`config.mk`:
```
export PLATFORM = sky130hd
export DESIGN_NAME = analog_and_regulator_control_regs
export DESIGN_NICKNAME = d
export VERILOG_FILES = /design/src/verilog/ana_regs_pkg.sv /design/src/verilog/analog_and_regulator_control_regs.sv /design/src/verilog/status_sync.sv
export SDC_FILE = /design/constraint.sdc
export NUM_CORES = 1
export LEC_CHECK = 0
export BUFFER_PORTS_ARGS = -buffer_cell sky130_fd_sc_hd__buf_2
export CAP_MARGIN = 20
export CELL_PAD_IN_SITES_DETAIL_PLACEMENT = 0
export CELL_PAD_IN_SITES_GLOBAL_PLACEMENT = 1
export CORE_MARGIN = 3
export CORE_UTILIZATION = 45
export CTS_CLUSTER_SIZE = 12
export DETAILED_ROUTE_END_ITERATION = 7
export GPL_ROUTABILITY_DRIVEN = 1
export GPL_TIMING_DRIVEN = 0
export PLACE_DENSITY = 0.81
export SETUP_SLACK_MARGIN = 0.05
export SLEW_MARGIN = 15
export SYNTH_ARGS = -nofsm -noshare
export SYNTH_HDL_FRONTEND = slang
export SYNTH_SLANG_ARGS = --single-unit
```
`constraint.sdc`:
```
create_clock -name i_mclk -period 3 [get_ports i_mclk]
set_clock_uncertainty 0.05 [all_clocks]
set_input_delay 0.3 -clock i_mclk [delete_from_list [all_inputs] [get_ports i_mclk]]
set_output_delay 0.3 -clock i_mclk [all_outputs]
set_load 0.02 [all_outputs]
```
`src/verilog/ana_regs_pkg.sv`:
```
// package: offsets, field positions, reset values and types for the bank
package ana_regs_pkg;
  localparam logic [15:0] OFF_CFG_ONE = 16'hfecb;
  localparam logic [15:0] OFF_CFG_ZERO = 16'hfecc;
  localparam logic [15:0] OFF_REG_CTRL = 16'hfece;
  localparam logic [15:0] OFF_REG_VOLT = 16'hfed0;
  localparam logic [15:0] OFF_CFG_TWO = 16'hfed2;
  localparam logic [15:0] OFF_CFG_THREE = 16'hfed3;
  localparam logic [15:0] RESET_VALUE = 16'h0000;
  // bit positions of the read-only status bits, the lock check init bit and the latch strobe bit
  localparam int LOCK_CHECK_BIT = 3;
  localparam int LOCK_STATUS_BIT = 4;
  localparam int SUPPLY_MON_BIT = 14;
  localparam int BUTTON_BIT = 13;
  localparam int DEBUG_PIN_BIT = 10;
  localparam int TEST_FLAG_BIT = 13;
  localparam int GND_SHORT_BIT = 12;
  localparam int LATCH_BIT = 3;
  // software writable masks; status bits are excluded
  localparam logic [15:0] MASK_CFG_ZERO = 16'h063f & ~16'h0010;
  localparam logic [15:0] MASK_CFG_ONE = 16'h134b;
  localparam logic [15:0] MASK_CFG_TWO = 16'h0fdf;
  localparam logic [15:0] MASK_CFG_THREE = 16'hffff;
  localparam logic [15:0] MASK_REG_CTRL = 16'h0fff;
  localparam logic [15:0] MASK_REG_VOLT = 16'h7fff;
  // dac gain, radio divider and adc gain codes
  localparam logic [1:0] DAC_GAIN_0DB = 2'h0;
  localparam logic [1:0] DAC_GAIN_M12DB = 2'h1;
  localparam logic [1:0] DAC_GAIN_BAD = 2'h2;
  localparam logic [1:0] DAC_GAIN_M6DB = 2'h3;
  localparam logic [1:0] RADIO_DIV_16 = 2'h0;
  localparam logic [1:0] RADIO_DIV_RSVD = 2'h1;
  localparam logic [1:0] RADIO_DIV_20 = 2'h2;
  localparam logic [1:0] RADIO_DIV_24 = 2'h3;
  localparam logic [2:0] ADC_GAIN_20DB = 3'h1;
  localparam logic [2:0] ADC_GAIN_17DB = 3'h2;
  localparam logic [2:0] ADC_GAIN_14DB = 3'h4;
  localparam logic [2:0] ADC_GAIN_11DB = 3'h0;

  // analog status inputs from the macros and pins
  typedef struct packed {
    logic vco_lock;
    logic supply_input_monitor;
    logic power_button_state;
    logic debug_pin_state;
    logic hw_debug_test_flag;
    logic ground_buffer_short_flag;
  } ana_status_t;

  // analog front end controls
  typedef struct packed {
    logic adc1_line_select;
    logic adc2_line_select;
    logic adc2_mic_select;
    logic adc1_mic_select;
    logic adc2_radio_select;
    logic adc1_radio_select;
    logic vco_lock_check_init;
    logic button_reset_disable;
    logic crystal_prescale;
    logic control_adc_enable;
    logic dac_enable;
    logic dac_driver_enable;
    logic [1:0] dac_gain_code;
    logic ground_buffer_protect_disable;
    logic usb_transceiver_enable;
    logic low_noise_amp_enable;
    logic fast_vco_enable;
    logic mic_amp_one_enable;
    logic mic_amp_two_enable;
    logic reference_level_select;
    logic reference_power_enable;
    logic adc_three_power;
    logic adc_two_power;
    logic adc_one_power;
    logic usb_hs_clock_driver_enable;
    logic usb_pad_bias_enable;
    logic [1:0] radio_divider_select;
    logic [1:0] vco_range_divider;
    logic [2:0] adc_two_gain;
    logic [2:0] adc_one_gain;
    logic [3:0] vco_center_trim;
  } ana_ctrl_t;

  // latched regulator settings
  typedef struct packed {
    logic [4:0] analog_supply_code;
    logic [4:0] io_supply_code;
    logic [4:0] core_supply_code;
    logic [4:0] serial_flash_supply_code;
    logic serial_flash_regulator_off;
    logic analog_regulator_off;
    logic io_regulator_off;
    logic core_regulator_off;
  } regu_t;
endpackage

```
`src/verilog/analog_and_regulator_control_regs.sv`:
```
// analog and regulator control register bank in the crystal clock domain
//
// Implementation choice: strobed register access.
`timescale 1ns/1ps
module analog_and_regulator_control_regs (
  // clock and reset
  input wire logic i_mclk,
  input wire logic i_rst,
  // register port
  input wire logic [15:0] i_addr,
  input wire logic [15:0] i_wdata,
  input wire logic i_wr,
  input wire logic i_rd,
  output logic [15:0] o_rdata,
  // crystal clock enable
  output logic o_crystal_clk_en,
  // analog status from macros and pins
  input wire ana_regs_pkg::ana_status_t i_status,
  // analog controls
  output ana_regs_pkg::ana_ctrl_t o_ctrl,
  output logic o_lock_check_active,
  // regulators and clock gates
  output ana_regs_pkg::regu_t o_regu,
  output logic o_ad_filter_clock_gate,
  output logic o_radio_demod_clock_gate
);
  import ana_regs_pkg::*;

  ////////////////////////////////////////////////////////////////////////
  // storage
  logic [15:0] cfg0_r, cfg1_r, cfg2_r, cfg3_r, rctl_r, rvolt_r;
  logic [15:0] cfg0_nxt, cfg1_nxt, cfg2_nxt, cfg3_nxt, rctl_nxt, rvolt_nxt;
  ana_status_t st_sync;
  logic lock_seen_r;
  logic lock_seen_nxt;
  logic chk_d_r;
  logic div_r;
  regu_t regu_nxt;
  logic latch_rise;
  logic [15:0] rd_mux;

  function automatic logic hit(input logic [15:0] a, input logic [15:0] off);
    hit = (a == off);
  endfunction

  status_sync #(.WIDTH(6)) u_sync (
    .i_mclk(i_mclk),
    .i_rst(i_rst),
    .i_async(i_status),
    .o_sync(st_sync)
  );

  ////////////////////////////////////////////////////////////////////////
  // write decode, status bits held out of the stored value
  wire wr0 = i_wr && hit(i_addr, OFF_CFG_ZERO);
  wire wr1 = i_wr && hit(i_addr, OFF_CFG_ONE);
  wire wr2 = i_wr && hit(i_addr, OFF_CFG_TWO);
  wire wr3 = i_wr && hit(i_addr, OFF_CFG_THREE);
  wire wrc = i_wr && hit(i_addr, OFF_REG_CTRL);
  wire wrv = i_wr && hit(i_addr, OFF_REG_VOLT);
  assign cfg0_nxt = wr0 ? (i_wdata & MASK_CFG_ZERO) : cfg0_r;
  // button disable stored, pins read back
  assign cfg1_nxt = wr1 ? (i_wdata & MASK_CFG_ONE) : cfg1_r;
  assign cfg2_nxt = wr2 ? (i_wdata & MASK_CFG_TWO) : cfg2_r;
  assign cfg3_nxt = wr3 ? (i_wdata & MASK_CFG_THREE) : cfg3_r;
  assign rctl_nxt = wrc ? (i_wdata & MASK_REG_CTRL) : rctl_r;
  assign rvolt_nxt = wrv ? (i_wdata & MASK_REG_VOLT) : rvolt_r;

  always_ff @(posedge i_mclk) begin
    if (i_rst) begin
      cfg0_r <= RESET_VALUE;
      cfg1_r <= RESET_VALUE;
      cfg2_r <= RESET_VALUE;
      cfg3_r <= RESET_VALUE;
      rctl_r <= RESET_VALUE;
      rvolt_r <= RESET_VALUE;
    end else begin
      cfg0_r <= cfg0_nxt;
      cfg1_r <= cfg1_nxt;
      cfg2_r <= cfg2_nxt;
      cfg3_r <= cfg3_nxt;
      rctl_r <= rctl_nxt;
      rvolt_r <= rvolt_nxt;
    end
  end

  ////////////////////////////////////////////////////////////////////////
  // lock check: rise of init arms, status is lock held since
  wire chk_rise = cfg0_r[LOCK_CHECK_BIT] && !chk_d_r;
  assign lock_seen_nxt = chk_rise ? st_sync.vco_lock
                                  : (lock_seen_r && st_sync.vco_lock);
  always_ff @(posedge i_mclk) begin
    if (i_rst) begin
      chk_d_r <= 1'b0;
      lock_seen_r <= 1'b0;
    end else begin
      chk_d_r <= cfg0_r[LOCK_CHECK_BIT];
      lock_seen_r <= lock_seen_nxt;
    end
  end

  ////////////////////////////////////////////////////////////////////////
  // prescaler: enable every cycle, or every other when set
  always_ff @(posedge i_mclk) begin
    if (i_rst) begin
      div_r <= 1'b0;
      o_crystal_clk_en <= 1'b0;
    end else begin
      div_r <= ~div_r;
      o_crystal_clk_en <= cfg1_r[9] ? div_r : 1'b1;
    end
  end

  ////////////////////////////////////////////////////////////////////////
  // regulator settings latched on the rising latch strobe
  assign latch_rise = wrc && i_wdata[LATCH_BIT] && !rctl_r[LATCH_BIT];
  // shutdown bits taken from the control word being written
  assign regu_nxt = latch_rise ? regu_t'{
      analog_supply_code: rvolt_r[14:10],
      io_supply_code: rvolt_r[9:5],
      core_supply_code: rvolt_r[4:0],
      serial_flash_supply_code: i_wdata[11:7],
      serial_flash_regulator_off: i_wdata[6],
      analog_regulator_off: i_wdata[2],
      io_regulator_off: i_wdata[1],
      core_regulator_off: i_wdata[0]} : o_regu;

  always_ff @(posedge i_mclk) begin
    if (i_rst) begin
      o_regu <= '0;
    end else begin
      o_regu <= regu_nxt;
    end
  end

  ////////////////////////////////////////////////////////////////////////
  // control outputs registered from the stored fields
  ana_ctrl_t ctrl_nxt;
  // enables; gain code passed as written
  // radio divider; usb; gains; vco fields
  assign ctrl_nxt = '{
      adc1_line_select: cfg0_r[10],
      adc2_line_select: cfg0_r[9],
      adc2_mic_select: cfg0_r[5],
      adc1_mic_select: cfg0_r[2],
      adc2_radio_select: cfg0_r[1],
      adc1_radio_select: cfg0_r[0],
      vco_lock_check_init: cfg0_r[LOCK_CHECK_BIT],
      button_reset_disable: cfg1_r[12],
      crystal_prescale: cfg1_r[9],
      control_adc_enable: cfg1_r[8],
      dac_enable: cfg1_r[6],
      dac_driver_enable: cfg1_r[3],
      dac_gain_code: cfg1_r[1:0],
      ground_buffer_protect_disable: cfg2_r[11],
      usb_transceiver_enable: cfg2_r[10],
      low_noise_amp_enable: cfg2_r[9],
      fast_vco_enable: cfg2_r[8],
      mic_amp_one_enable: cfg2_r[7],
      mic_amp_two_enable: cfg2_r[6],
      reference_level_select: cfg2_r[4],
      reference_power_enable: cfg2_r[3],
      adc_three_power: cfg2_r[2],
      adc_two_power: cfg2_r[1],
      adc_one_power: cfg2_r[0],
      usb_hs_clock_driver_enable: cfg3_r[15],
      usb_pad_bias_enable: cfg3_r[14],
      radio_divider_select: cfg3_r[13:12],
      vco_range_divider: cfg3_r[11:10],
      adc_two_gain: cfg3_r[9:7],
      adc_one_gain: cfg3_r[6:4],
      vco_center_trim: cfg3_r[3:0]};

  // clock gates: set cuts the clock
  always_ff @(posedge i_mclk) begin
    if (i_rst) begin
      o_ctrl <= '0;
      o_lock_check_active <= 1'b0;
      o_ad_filter_clock_gate <= 1'b0;
      o_radio_demod_clock_gate <= 1'b0;
    end else begin
      o_ctrl <= ctrl_nxt;
      o_lock_check_active <= cfg0_r[LOCK_CHECK_BIT];
      o_ad_filter_clock_gate <= rctl_r[5];
      o_radio_demod_clock_gate <= rctl_r[4];
    end
  end

  ////////////////////////////////////////////////////////////////////////
  // read mux with status bits merged in; unmapped reads zero
  wire [15:0] cfg0_rd = cfg0_r | (16'(lock_seen_r) << LOCK_STATUS_BIT);
  wire [15:0] cfg1_rd = cfg1_r
      | (16'(st_sync.supply_input_monitor) << SUPPLY_MON_BIT)
      | (16'(st_sync.power_button_state) << BUTTON_BIT)
      | (16'(st_sync.debug_pin_state) << DEBUG_PIN_BIT);
  wire [15:0] cfg2_rd = cfg2_r
      | (16'(st_sync.hw_debug_test_flag) << TEST_FLAG_BIT)
      | (16'(st_sync.ground_buffer_short_flag) << GND_SHORT_BIT);
  assign rd_mux = hit(i_addr, OFF_CFG_ZERO) ? cfg0_rd :
                  hit(i_addr, OFF_CFG_ONE) ? cfg1_rd :
                  hit(i_addr, OFF_CFG_TWO) ? cfg2_rd :
                  hit(i_addr, OFF_CFG_THREE) ? cfg3_r :
                  hit(i_addr, OFF_REG_CTRL) ? rctl_r :
                  hit(i_addr, OFF_REG_VOLT) ? rvolt_r : 16'h0000;

  // read data valid in the cycle after the strobe only
  always_ff @(posedge i_mclk) begin
    if (i_rst) begin
      o_rdata <= 16'h0000;
    end else begin
      o_rdata <= i_rd ? rd_mux : 16'h0000;
    end
  end

  ////////////////////////////////////////////////////////////////////////
  // checks; every one is held off while reset stands
  // no latch, no change
  volt_hold_a: assert property (@(posedge i_mclk) disable iff (i_rst)
    !latch_rise |=> o_regu == $past(o_regu))
    else $error("regulator changed without latch");
  latch_apply_a: assert property (@(posedge i_mclk) disable iff (i_rst)
    latch_rise |=> o_regu.core_supply_code == $past(rvolt_r[4:0]))
    else $error("latch did not apply core code");
  reg_off_a: assert property (@(posedge i_mclk) disable iff (i_rst)
    latch_rise |=> {o_regu.analog_regulator_off, o_regu.io_regulator_off,
      o_regu.core_regulator_off} == $past(i_wdata[2:0]))
    else $error("regulator shutdown not latched");
  wr_read_a: assert property (@(posedge i_mclk) disable iff (i_rst)
    wr3 ##1 (i_rd && hit(i_addr, OFF_CFG_THREE) && !wr3)
    |=> o_rdata == $past(cfg3_r))
    else $error("readback mismatch");
  rdata_idle_a: assert property (@(posedge i_mclk) disable iff (i_rst)
    !i_rd |=> o_rdata == 16'h0000)
    else $error("read data outside read cycle");
  ro_flag_a: assert property (@(posedge i_mclk) disable iff (i_rst)
    cfg2_r[TEST_FLAG_BIT] == 1'b0)
    else $error("test flag stored");
  status_read_a: assert property (@(posedge i_mclk) disable iff (i_rst)
    i_rd && hit(i_addr, OFF_CFG_ONE)
    |=> o_rdata[SUPPLY_MON_BIT] == $past(st_sync.supply_input_monitor))
    else $error("supply monitor not shown");
  short_flag_a: assert property (@(posedge i_mclk) disable iff (i_rst)
    i_rd && hit(i_addr, OFF_CFG_TWO)
    |=> o_rdata[GND_SHORT_BIT] == $past(st_sync.ground_buffer_short_flag))
    else $error("short flag not shown");
  prescale_a: assert property (@(posedge i_mclk) disable iff (i_rst)
    cfg1_r[9] && $past(cfg1_r[9]) && o_crystal_clk_en |=> !o_crystal_clk_en)
    else $error("prescaler not dividing");
  // steady enable; the release edge still shows the reset value
  no_div_a: assert property (@(posedge i_mclk) disable iff (i_rst)
    !i_rst && !cfg1_r[9] |=> o_crystal_clk_en)
    else $error("enable missing without prescale");
  lock_drop_a: assert property (@(posedge i_mclk) disable iff (i_rst)
    !chk_rise && !st_sync.vco_lock |=> !lock_seen_r)
    else $error("lock status held without lock");
  gate_follow_a: assert property (@(posedge i_mclk) disable iff (i_rst)
    wrc ##1 !wrc |=> o_ad_filter_clock_gate == $past(i_wdata[5], 2))
    else $error("ad clock gate wrong");
  demod_gate_a: assert property (@(posedge i_mclk) disable iff (i_rst)
    ##1 o_radio_demod_clock_gate == $past(rctl_r[4]))
    else $error("demodulator clock gate wrong");
  sync_path_a: assert property (@(posedge i_mclk) disable iff (i_rst)
    $rose(st_sync.supply_input_monitor)
    |-> $past(i_status.supply_input_monitor, 2))
    else $error("sync latency wrong");
  select_pass_a: assert property (@(posedge i_mclk) disable iff (i_rst)
    ##1 {o_ctrl.adc1_line_select, o_ctrl.adc2_line_select,
      o_ctrl.adc2_mic_select} == {$past(cfg0_r[10:9]), $past(cfg0_r[5])})
    else $error("input select wrong");
  dac_enable_a: assert property (@(posedge i_mclk) disable iff (i_rst)
    ##1 {o_ctrl.control_adc_enable, o_ctrl.dac_enable,
      o_ctrl.dac_driver_enable} == {$past(cfg1_r[8]), $past(cfg1_r[6]),
      $past(cfg1_r[3])})
    else $error("analog enable wrong");
  pwr_follow_a: assert property (@(posedge i_mclk) disable iff (i_rst)
    ##1 o_ctrl.adc_one_power == $past(cfg2_r[0]))
    else $error("adc power mismatch");
  ref_select_a: assert property (@(posedge i_mclk) disable iff (i_rst)
    ##1 o_ctrl.reference_level_select == $past(cfg2_r[4]))
    else $error("reference select wrong");
  div_code_a: assert property (@(posedge i_mclk) disable iff (i_rst)
    ##1 o_ctrl.radio_divider_select == $past(cfg3_r[13:12]))
    else $error("radio divider wrong");
  usb_enable_a: assert property (@(posedge i_mclk) disable iff (i_rst)
    ##1 {o_ctrl.usb_hs_clock_driver_enable, o_ctrl.usb_pad_bias_enable}
      == $past(cfg3_r[15:14]))
    else $error("usb enable wrong");
  adc_gain_a: assert property (@(posedge i_mclk) disable iff (i_rst)
    ##1 {o_ctrl.adc_two_gain, o_ctrl.adc_one_gain} == $past(cfg3_r[9:4]))
    else $error("adc gain wrong");
  vco_fields_a: assert property (@(posedge i_mclk) disable iff (i_rst)
    ##1 {o_ctrl.vco_range_divider, o_ctrl.vco_center_trim}
      == {$past(cfg3_r[11:10]), $past(cfg3_r[3:0])})
    else $error("vco field wrong");
  // main scenarios reached
  latch_cov: cover property (@(posedge i_mclk) disable iff (i_rst) latch_rise);
  lock_cov: cover property (@(posedge i_mclk) disable iff (i_rst)
    chk_rise ##[1:20] lock_seen_r);
  read_cov: cover property (@(posedge i_mclk) disable iff (i_rst)
    i_rd && hit(i_addr, OFF_CFG_ONE));
  prescale_cov: cover property (@(posedge i_mclk) disable iff (i_rst)
    cfg1_r[9] && !o_crystal_clk_en);
  gate_cov: cover property (@(posedge i_mclk) disable iff (i_rst)
    o_ad_filter_clock_gate && o_radio_demod_clock_gate);
endmodule // analog_and_regulator_control_regs

```
`src/verilog/status_sync.sv`:
```
// two-flop synchroniser bank for asynchronous status levels
`timescale 1ns/1ps
module status_sync #(
  parameter int WIDTH = 6
) (
  // clock and reset
  input wire logic i_mclk,
  input wire logic i_rst,
  // levels
  input wire logic [WIDTH-1:0] i_async,
  output logic [WIDTH-1:0] o_sync
);
  logic [WIDTH-1:0] meta_r;

  // first stage is read only by the second stage
  always_ff @(posedge i_mclk) begin
    if (i_rst) begin
      meta_r <= '0;
      o_sync <= '0;
    end else begin
      meta_r <= i_async;
      o_sync <= meta_r;
    end
  end
endmodule // status_sync

```
==> qor.txt, run 1 <==
outcome -> finished clean
power after layout -> 4610 uW
Crit Path Category -> input port to register
routed len/inst -> 22.5 um
Sw Pwr -> 1170 uW
DRC viols -> 0
Post-CTS Resized -> 0
post-synthesis sequential area ratio -> 50.9%
Final HPWL DP -> 17100 um
Area growth, synth to finish -> 21.7%
CP Cell Sequence -> buf_2 > nand4b_4 > nor4_1 > buf_2 > buf_2 > nand3_1 > a21oi_1
RSZ-0062 raised after global routing -> no
required time of the critical path -> 3290 ps
clk sinks -> 166
number of port buffers -> 123
period utilisation layout -> 77.6%
Hold/Removal Path Class -> input port to register
part of the power in registers -> 48.1%
Synth Instances -> 703
Synth Register Bits -> 166
share of cells above drive strength 1 -> 20.5%
Final Max Slew Viols -> 0
Die Span X -> 126 um
fillers -> 1313
crit path max fanout -> 10
r2r startpoint -> rctl_r[3]$_SDFFE_PP0N_
r2r worst-path depth -> 5
Main synth FF type -> dfxtp_1
most frequent cells in the layout -> 166 x dfxtp_1, 133 x buf_2, 96 x a21oi_1, 74 x clkbuf_1, 67 x nand4_1
Post-synth EDFFs -> 0
combinational fraction of design power -> 5.5%
Cells on Worst Hold Path -> 2
Starting DRT DRC Count -> 648
die area -> 16000 um2
Total GRT Usage -> 28.5%
WL met2 -> 10500 um
synthesized area per cell -> 9.28 um2
syn nets -> 745
maximum vdd drop -> 0.406 mV
first drt pass iteration count -> 5
Final WS setup -> 671 ps
crit-path max cell delay -> 920 ps
Synth area leader -> dfxtp_1
Ys Warns -> 0
Vias -> 6367
startpoint types -> input port
Nets -> 888
Ports -> 127
Root Buffer -> clkbuf_16
endpoints failing setup -> 0
CTS tree -> yes
Inserted Diodes -> 0
gp weighted congestion -> 0.951
Yosys top cell area share -> 50.9%
post-route insts no fill -> 1039
total gr overflow -> 0
CTS H-tree lvls -> 4
Int Pwr -> 3430 uW
Clock Path Buffers -> 2
crit path launch -> i_addr[8]
total CTS buffers -> 17
max-cap viol count -> 0
slew of the pin with the lowest slew margin -> 1030 ps
Leakage -> 0.00292 uW
top sig layer -> met4
CORE AREA -> 14000 um2
clock latency on the worst-skew pair -> 440 ps
first-pass GRT wire length -> 35000 um
Sw Ratio -> 25.5%
initial antenna violation count -> 0
final hold viol count -> 0
CP max-delay cell -> nor4_1
most common cell after layout, fill and taps aside -> dfxtp_1
pwr/cell area -> 580 nW/um2
via density per instance -> 6.13
pin count of the biggest net entering global routing -> 17
num rows -> 43
ys async rst share -> 0%
post-route ant nets -> 0
routed wire length -> 23300 um
CP arrival -> 2620 ps
dominant cells by area after synthesis -> dfxtp_1 51%, o31ai_1 7.6%, a21oi_1 7.4%
Tmin final -> 2330 ps
vias in the first global route -> 6086
setup bufs post-CTS -> 0
Clk pwr share -> 46.5%
Initial Util -> 46.4%
met3 WL -> 2010 um
met1 wire length -> 10100 um
Cell Area, Synth -> 6520 um2
# hold bufs at CTS -> 0
setup TNS -> 0 ps
Yosys cell types -> 40
Setup WS pre-CTS -> 328 ps
CP dominant cell by count -> buf_2
dpl cells -> 1006
Peak Freq -> 429 MHz
CTS clk-pin slew, worst paths -> 60 ps
hold path start -> i_status[3]
die height -> 126 um
CP Capture Type -> register
Slew HR -> 30.8%
==> Yosys cell counts, types with 4 or more instances <==
master and number:
a21o_1 7, a21oi_1 96, a22o_1 6, a22oi_1 14, a32oi_1 5, buf_2 9
clkbuf_1 73, dfxtp_1 166, inv_1 4, nand2b_1 12, nand3_1 30, nand4_1 67
nor2_1 7, nor2b_1 58, nor3_1 9, nor4_2 4, o211ai_1 7, o21ai_0 26
o31ai_1 66, o32ai_1 5, or4_1 4
==> layout make-up <==
class                      count  area (um2)  share of cell area (%)
sequential                   166        3320                    41.9
multi-input combinational    447        2840                    35.8
timing repair buffer         124         621                    7.82
clock buffer                  18         429                    5.41
buffer                        86         345                    4.35
tap                          180         225                    2.84
clock inverter                14         141                    1.78
inverter                       4        15.0                   0.189
==> power groups by stage <==
stage               registers [uW]  logic, uW  clock network [uW]
floorplan                     2260        125                   0
global placement              2260        241                   0
detailed placement            2260        244                   0
CTS                           2210        245                2150
global route                  2210        266                2250
finish                        2210        251                2140
==> sequential cells by signal, summed over array words and instances, names as in the netlist <==
register and count:
cfg0_r 7, cfg1_r 7, cfg2_r 11, cfg3_r 16, div_r 1, lock_seen_r 1, o_ad_filter_clock_gate 1, o_crystal_clk_en 1
o_ctrl 40, o_lock_check_active 1, o_radio_demod_clock_gate 1, o_rdata 16, o_regu 24, rctl_r 12, rvolt_r 15, u_sync.meta_r 6
u_sync.o_sync 6
==> path summary, 6_finish.rpt <==
check	to	slack, ps
worst max register to register	o_regu[13]$_SDFFE_PP0P_	1330
worst min register to register	div_r$_SDFF_PP0_	360
worst min-delay path	u_sync.meta_r[3]$_SDFF_PP0_	30
worst max-delay path	o_rdata[11]$_SDFF_PP0_	670
==> kinds of logic after synthesis <==
| family | after synthesis | share of synthesized area [%] |
|---|---|---|
| AOI/OAI and AO/OA | 239 | 23.3 |
| buffers and inverters | 90 | 5.52 |
| DFF | 166 | 50.9 |
| muxes | 2 | 0.345 |
| and+or+nand+nor | 206 | 19.9 |
==> worst max-delay path: cells and delay by family <==
family	cells	cell delay, ps
buf+inv	3	830
compound gates	1	220
simple gates	3	1280
==> per-stage QoR <==
step | util [%] | instance area (um2) | hold slack, ps
floorplan | - | 6520 | 336
global placement | 52.4 | 7360 | 346
detailed placement | 52.4 | 7360 | 356
CTS | 56.5 | 7930 | 31.9
global route | 56.5 | 7940 | 33.7
finish | 56.5 | 7940 | 30.4
==> routing by layer <==
| metal | vias to the layer above | GRT usage, % |
|---|---|---|
| met2 | 358 | 43.6 |
| met3 | 54 | 6.65 |
| met4 | 0 | 11.5 |
| met1 | 3036 | 38.9 |
| li1 | 2919 | - |
| met5 | - | 0 |
Power figures use the tool's default switching activity.
==> run 2, diff against run 1 <==
--- a/config.mk
+++ b/config.mk
@@ -10,12 +10,12 @@
 export CELL_PAD_IN_SITES_DETAIL_PLACEMENT = 0
 export CELL_PAD_IN_SITES_GLOBAL_PLACEMENT = 1
 export CORE_MARGIN = 3
-export CORE_UTILIZATION = 45
+export CORE_UTILIZATION = 37
 export CTS_CLUSTER_SIZE = 12
 export DETAILED_ROUTE_END_ITERATION = 7
 export GPL_ROUTABILITY_DRIVEN = 1
 export GPL_TIMING_DRIVEN = 0
-export PLACE_DENSITY = 0.81
+export PLACE_DENSITY = 0.71
 export SETUP_SLACK_MARGIN = 0.05
 export SLEW_MARGIN = 15
 export SYNTH_ARGS = -nofsm -noshare
==> constraint.sdc (replaced) <==
create_clock -name i_mclk -period 1.91 [get_ports i_mclk]
set_clock_uncertainty 0.05 [all_clocks]
set_input_delay 0.191 -clock i_mclk [delete_from_list [all_inputs] [get_ports i_mclk]]
set_output_delay 0.191 -clock i_mclk [all_outputs]
set_load 0.02 [all_outputs]
==> qor.txt, run 2 (synthesized netlist as in run 1, its figures left out) <==
Sw Pwr -> 1740 uW (+48%)
pin count of the biggest net entering global routing -> 17 (unchanged)
Tmin final -> 1820 ps
CP Cell Sequence -> buf_2 > nand4b_4 > nor4_4 > buf_2 > buf_2 > nand3_1 > a21oi_1
part of the power in registers -> 46.4% (-1.7 points)
Nets -> 897 (+1.0%)
first-pass GRT wire length -> 34900 um (-0.25%)
CTS H-tree lvls -> 4 (unchanged)
Ports -> 127 (unchanged)
register area -> 3320 um2 (unchanged)
required time of the critical path -> 2200 ps (-1090 ps)
slew of the pin with the lowest slew margin -> 777 ps (-252 ps)
Root Buffer -> clkbuf_16
total CTS buffers -> 17 (unchanged)
gp weighted congestion -> 0.949 (-0.19%)
Leakage -> 0.00303 uW (+3.9%)
die area -> 19300 um2 (+21%)
Total GRT Usage -> 23.3% (-5.2 points)
RSZ-0062 raised after global routing -> no
Final Max Slew Viols -> 0 (unchanged)
via density per instance -> 5.79 (-5.6%)
final core utilization -> 48.3% (-8.2 points)
Slew HR -> 48.2% (+17 points)
share of cells above drive strength 1 -> 21.3% (+0.82 points)
setup bufs post-CTS -> 0 (unchanged)
num rows -> 47 (+9.3%)
multi-input logic area -> 2880 um2 (+1.3%)
Sw Ratio -> 23.2% (-2.3 points)
combinational fraction of design power -> 5.5% (about the same)
initial antenna violation count -> 0 (unchanged)
number of port buffers -> 123 (unchanged)
most frequent cells in the layout -> 166 x dfxtp_1, 135 x buf_2, 96 x a21oi_1, 68 x clkbuf_1, 67 x nand4_1
Final WS setup -> 93.4 ps (-577 ps)
Inserted Diodes -> 0 (unchanged)
power after layout -> 7490 uW (+63%)
Starting DRT DRC Count -> 662 (+2.2%)
Clk pwr share -> 48.1% (+1.6 points)
Hold/Removal Path Class -> input port to register
maximum vdd drop -> 0.628 mV (+55%)
max-cap viol count -> 0 (unchanged)
CP max-delay cell -> nor4_4
die height -> 139 um (+9.8%)
crit path max fanout -> 10 (unchanged)
CP dominant cell by count -> buf_2
Initial Util -> 38.5% (-7.9 points)
pwr/cell area -> 916 nW/um2 (+58%)
Setup WS pre-CTS -> -665 ps (-993 ps)
most common cell after layout, fill and taps aside -> dfxtp_1
Final HPWL DP -> 17200 um (+0.62%)
period utilisation layout -> 95.1%
first drt pass iteration count -> 6 (+1)
GRT met3 Usage -> 6.24% (-0.41 points)
Die Span X -> 139 um (+9.8%)
CORE AREA -> 16900 um2 (+21%)
CTS clk-pin slew, worst paths -> 70 ps (about the same)
clk sinks -> 166 (unchanged)
CP Buf/Inv Count -> 3 (unchanged)
biggest regs -> o_ctrl x40, o_regu x24
outcome -> finished clean
vias in the first global route -> 6100 (+0.23%)
crit-path max cell delay -> 510 ps (-410 ps)
cell family with most CP delay -> simple AND/OR/NAND/NOR gates
endpoints failing setup -> 0 (unchanged)
Crit Path Category -> input port to register
final hold viol count -> 0 (unchanged)
met2 Resource Use GR -> 36.6% (-7.0 points)
Biggest register -> o_ctrl
fillers -> 1691 (+29%)
post-route ant nets -> 0 (unchanged)
Area growth, synth to finish -> 25.4%
max reg flops -> 40 (unchanged)
routed len/inst -> 21.5 um (-4.4%)
CP Capture Type -> register
Vias -> 6296 (-1.1%)
startpoint types -> input port
grt peak-use layer -> met2
Peak Freq -> 550 MHz
GR Layer Usage met1 -> 30.5% (-8.4 points)
DRC viols -> 0 (unchanged)
clock latency on the worst-skew pair -> 440 ps (about the same)
routed wire length -> 23300 um (about the same)
total gr overflow -> 0 (unchanged)
CP arrival -> 2110 ps (-510 ps)
CTS tree -> yes
Int Pwr -> 5750 uW (+68%)
Clock Path Buffers -> 2 (unchanged)
run 2: through the flow:
step | TNS, ps | hold slack, ps | cells | cell area, um2
after floorplan | 0 | 269 | 703 | 6520
after global placement | -37570 | 347 | 1046 | 7410
after detailed placement | -37890 | 349 | 1046 | 7410
after CTS | 0 | 20.1 | 1087 | 8130
after global routing | 0 | 37.0 | 1088 | 8180
final | 0 | 32.6 | 1088 | 8180
run 2: worst min-delay path, stage by stage:
cell and delay [ps]:
buf_2 150, nand4_1 80, a21oi_1 60
run 2: path summary, 6_finish.rpt:
| path | from | endpoint | slack [ps] | depth (start not counted) |
|---|---|---|---|---|
| max | i_addr[8] | o_rdata[11]$_SDFF_PP0_ | 90 | 7 |
| min | i_wdata[12] | cfg3_r[12]$_SDFFE_PP0P_ | 30 | 3 |
| max reg2reg | rctl_r[3]$_SDFFE_PP0N_ | o_regu[18]$_SDFFE_PP0P_ | 240 | 5 |
| min reg2reg | div_r$_SDFF_PP0_ | div_r$_SDFF_PP0_ | 360 | 1 |
run 2: routing by layer:
metal	share of wire (%)	routed length, um	vias to the layer above
li1	-	-	2938
met1	42	9920	3002
met2	46	10700	297
met3	8.1	1900	59
met4	3.4	793	0
met5	0	0	-
run 2: layout make-up:
cell class	instances	area share [%]
timing repair buffer	133	8.69
inverter	4	0.184
tap	220	3.37
buffer	86	4.39
multi-input combinational	447	35.2
clock buffer	23	5.84
clock inverter	9	1.71
sequential	166	40.6
run 2: repair_timing:
item / 4_1_cts / 5_1_grt
pin swaps: 0 / 0
hold buffers: 9 / 0
endpoints found under the hold margin: 10 / 0
setup endpoints to repair: 31 / 67
gates cloned: 0 / 0
resized for setup: 1 / 25
run 2: power by group through the flow:
stage	registers (uW)	clock network, uW	logic [uW]
6_report	3480	3600	413
5_1_grt	3480	3760	437
4_1_cts	3480	3650	401
3_5_place_dp	3560	0	385
3_3_place_gp	3560	0	381
2_1_floorplan	3560	0	196
==> run 3, diff against run 2 <==
--- a/config.mk
+++ b/config.mk
@@ -11,10 +11,12 @@
 export CELL_PAD_IN_SITES_GLOBAL_PLACEMENT = 1
 export CORE_MARGIN = 3
 export CORE_UTILIZATION = 37
+export CTS_CLUSTER_DIAMETER = 60
 export CTS_CLUSTER_SIZE = 12
 export DETAILED_ROUTE_END_ITERATION = 7
 export GPL_ROUTABILITY_DRIVEN = 1
 export GPL_TIMING_DRIVEN = 0
+export HOLD_SLACK_MARGIN = 0.1
 export PLACE_DENSITY = 0.71
 export SETUP_SLACK_MARGIN = 0.05
 export SLEW_MARGIN = 15
==> qor.txt, run 3 (synthesized netlist as in run 1, its figures left out) <==
pwr/cell area -> 905 nW/um2 (-1.3%)
grt peak-use layer -> met2
register area -> 3320 um2 (unchanged)
initial antenna violation count -> 0 (unchanged)
fin area -> 8300 um2 (+1.5%)
die height -> 139 um (unchanged)
most frequent cells in the layout -> 166 x dfxtp_1, 135 x buf_2, 96 x a21oi_1, 68 x clkbuf_1, 67 x nand4_1
CTS tree -> yes
endpoints failing setup -> 0 (unchanged)
Nets -> 909 (+1.3%)
maximum vdd drop -> 0.626 mV (-0.44%)
Final HPWL DP -> 17200 um (unchanged)
Ports -> 127 (unchanged)
number of port buffers -> 123 (unchanged)
final hold viol count -> 0 (unchanged)
RSZ-0062 raised after global routing -> no
routed wire length -> 23400 um (+0.38%)
Area growth, synth to finish -> 27.2%
GR Layer Usage met1 -> 30.6% (+0.16 points)
slew of the pin with the lowest slew margin -> 790 ps (+13.4 ps)
crit path max fanout -> 10 (unchanged)
num rows -> 47 (unchanged)
vias in the first global route -> 6141 (+0.67%)
max-cap viol count -> 0 (unchanged)
Inserted Diodes -> 0 (unchanged)
outcome -> finished clean
total CTS buffers -> 17 (unchanged)
final core utilization -> 49.0% (+0.71 points)
Hold/Removal Path Class -> input port to register
most common cell after layout, fill and taps aside -> dfxtp_1
CP arrival -> 2110 ps (about the same)
period utilisation layout -> 95.3% (+0.20 points)
startpoint types -> input port
Biggest register -> o_ctrl
setup bufs post-CTS -> 0 (unchanged)
routed len/inst -> 21.3 um (-0.71%)
clk sinks -> 166 (unchanged)
gp weighted congestion -> 0.949 (unchanged)
Initial Util -> 38.5% (unchanged)
share of cells above drive strength 1 -> 21.0% (-0.29 points)
Crit Path Category -> input port to register
DRC viols -> 0 (unchanged)
Clock Path Buffers -> 2 (unchanged)
CP Capture Type -> register
first drt pass iteration count -> 5 (-1)
hold path start -> i_wdata[3]
required time of the critical path -> 2200 ps (about the same)
total gr overflow -> 0 (unchanged)
Root Buffer -> clkbuf_16
die area -> 19300 um2 (unchanged)
clock latency on the worst-skew pair -> 440 ps (about the same)
CTS H-tree lvls -> 4 (unchanged)
Total GRT Usage -> 23.4% (+0.081 points)
CTS clk-pin slew, worst paths -> 60 ps (about the same)
post-route ant nets -> 0 (unchanged)
pin count of the biggest net entering global routing -> 17 (unchanged)
Die Span X -> 139 um (unchanged)
CORE AREA -> 16900 um2 (unchanged)
Tmin final -> 1820 ps (+3.83 ps)
r2r startpoint -> rctl_r[3]$_SDFFE_PP0N_
placed cell area -> 7410 um2 (unchanged)
Starting DRT DRC Count -> 729 (+10%)
first-pass GRT wire length -> 35100 um (+0.45%)
max reg flops -> 40 (unchanged)
setup TNS -> 0 ps (unchanged)
Leakage -> 0.00308 uW (+1.7%)
crit path launch -> i_addr[8]
Peak Freq -> 549 MHz (-0.21%)
Slew HR -> 47.3% (-0.89 points)
biggest regs -> o_ctrl x40, o_regu x24
fillers -> 1678 (-0.77%)
Final Max Slew Viols -> 0 (unchanged)
GRT met3 Usage -> 6.24% (unchanged)
met2 Resource Use GR -> 36.7% (+0.051 points)
Vias -> 6387 (+1.4%)
multi-input logic area -> 2880 um2 (unchanged)
via density per instance -> 5.81 (+0.34%)
## run 3: changes by cell type in the layout (fill, tap and decap cells not counted), sizes merged
cell and delta:
dlygate4sd3 +12
## run 3: power by group
group	total [uW]	switching (uW)	internal (uW)
logic	433	315	118
clock network	3600	1420	2180
registers	3480	3.18	3480
total	7510	1740	5770
## run 3: critical path, stage by stage
cell	delay [ps]
buf_2	100
nand4b_4	270
nor4_4	510
buf_2	340
buf_2	340
nand3_1	120
a21oi_1	220
## run 3: what timing repair did
item	CTS	global route
endpoints found under the setup margin	31	67
hold buffers	21	0
gates cloned	0	0
hold endpoints to repair	68	0
gates resized for setup	1	25
## run 3: layer usage
layer / wire length, um / vias to the layer above / share of wire (%)
met5: 0 / - / 0
met4: 772 / 0 / 3.3
met3: 1870 / 57 / 8.0
met2: 10800 / 311 / 46
met1: 9980 / 3058 / 43
li1: - / 2961 / -
## run 3: worst paths after layout
check,to,slack (ps),cells past startpoint
worst min register to register,div_r$_SDFF_PP0_,360,1
worst max-delay path,o_rdata[11]$_SDFF_PP0_,90,7
worst max register to register,o_regu[21]$_SDFFE_PP0P_,230,5
worst min-delay path,cfg3_r[3]$_SDFFE_PP0P_,120,3
## run 3: area by class of cell
cell class	count	share of cell area, %
timing repair buffer	145	10.0
clock inverter	9	1.69
buffer	86	4.33
clock buffer	23	5.76
inverter	4	0.181
sequential	166	40.0
multi-input combinational	447	34.7
tap	220	3.32
## run 3: stage by stage
step,std cells,setup slack (ps),total power (uW),hold WS [ps]
final,1100,89.5,7510,120
after floorplan,703,41.8,3750,269
after global placement,1046,-666,3940,347
after CTS,1099,26.0,7540,102
after global routing,1100,49.9,7700,116
after detailed placement,1046,-665,3940,349
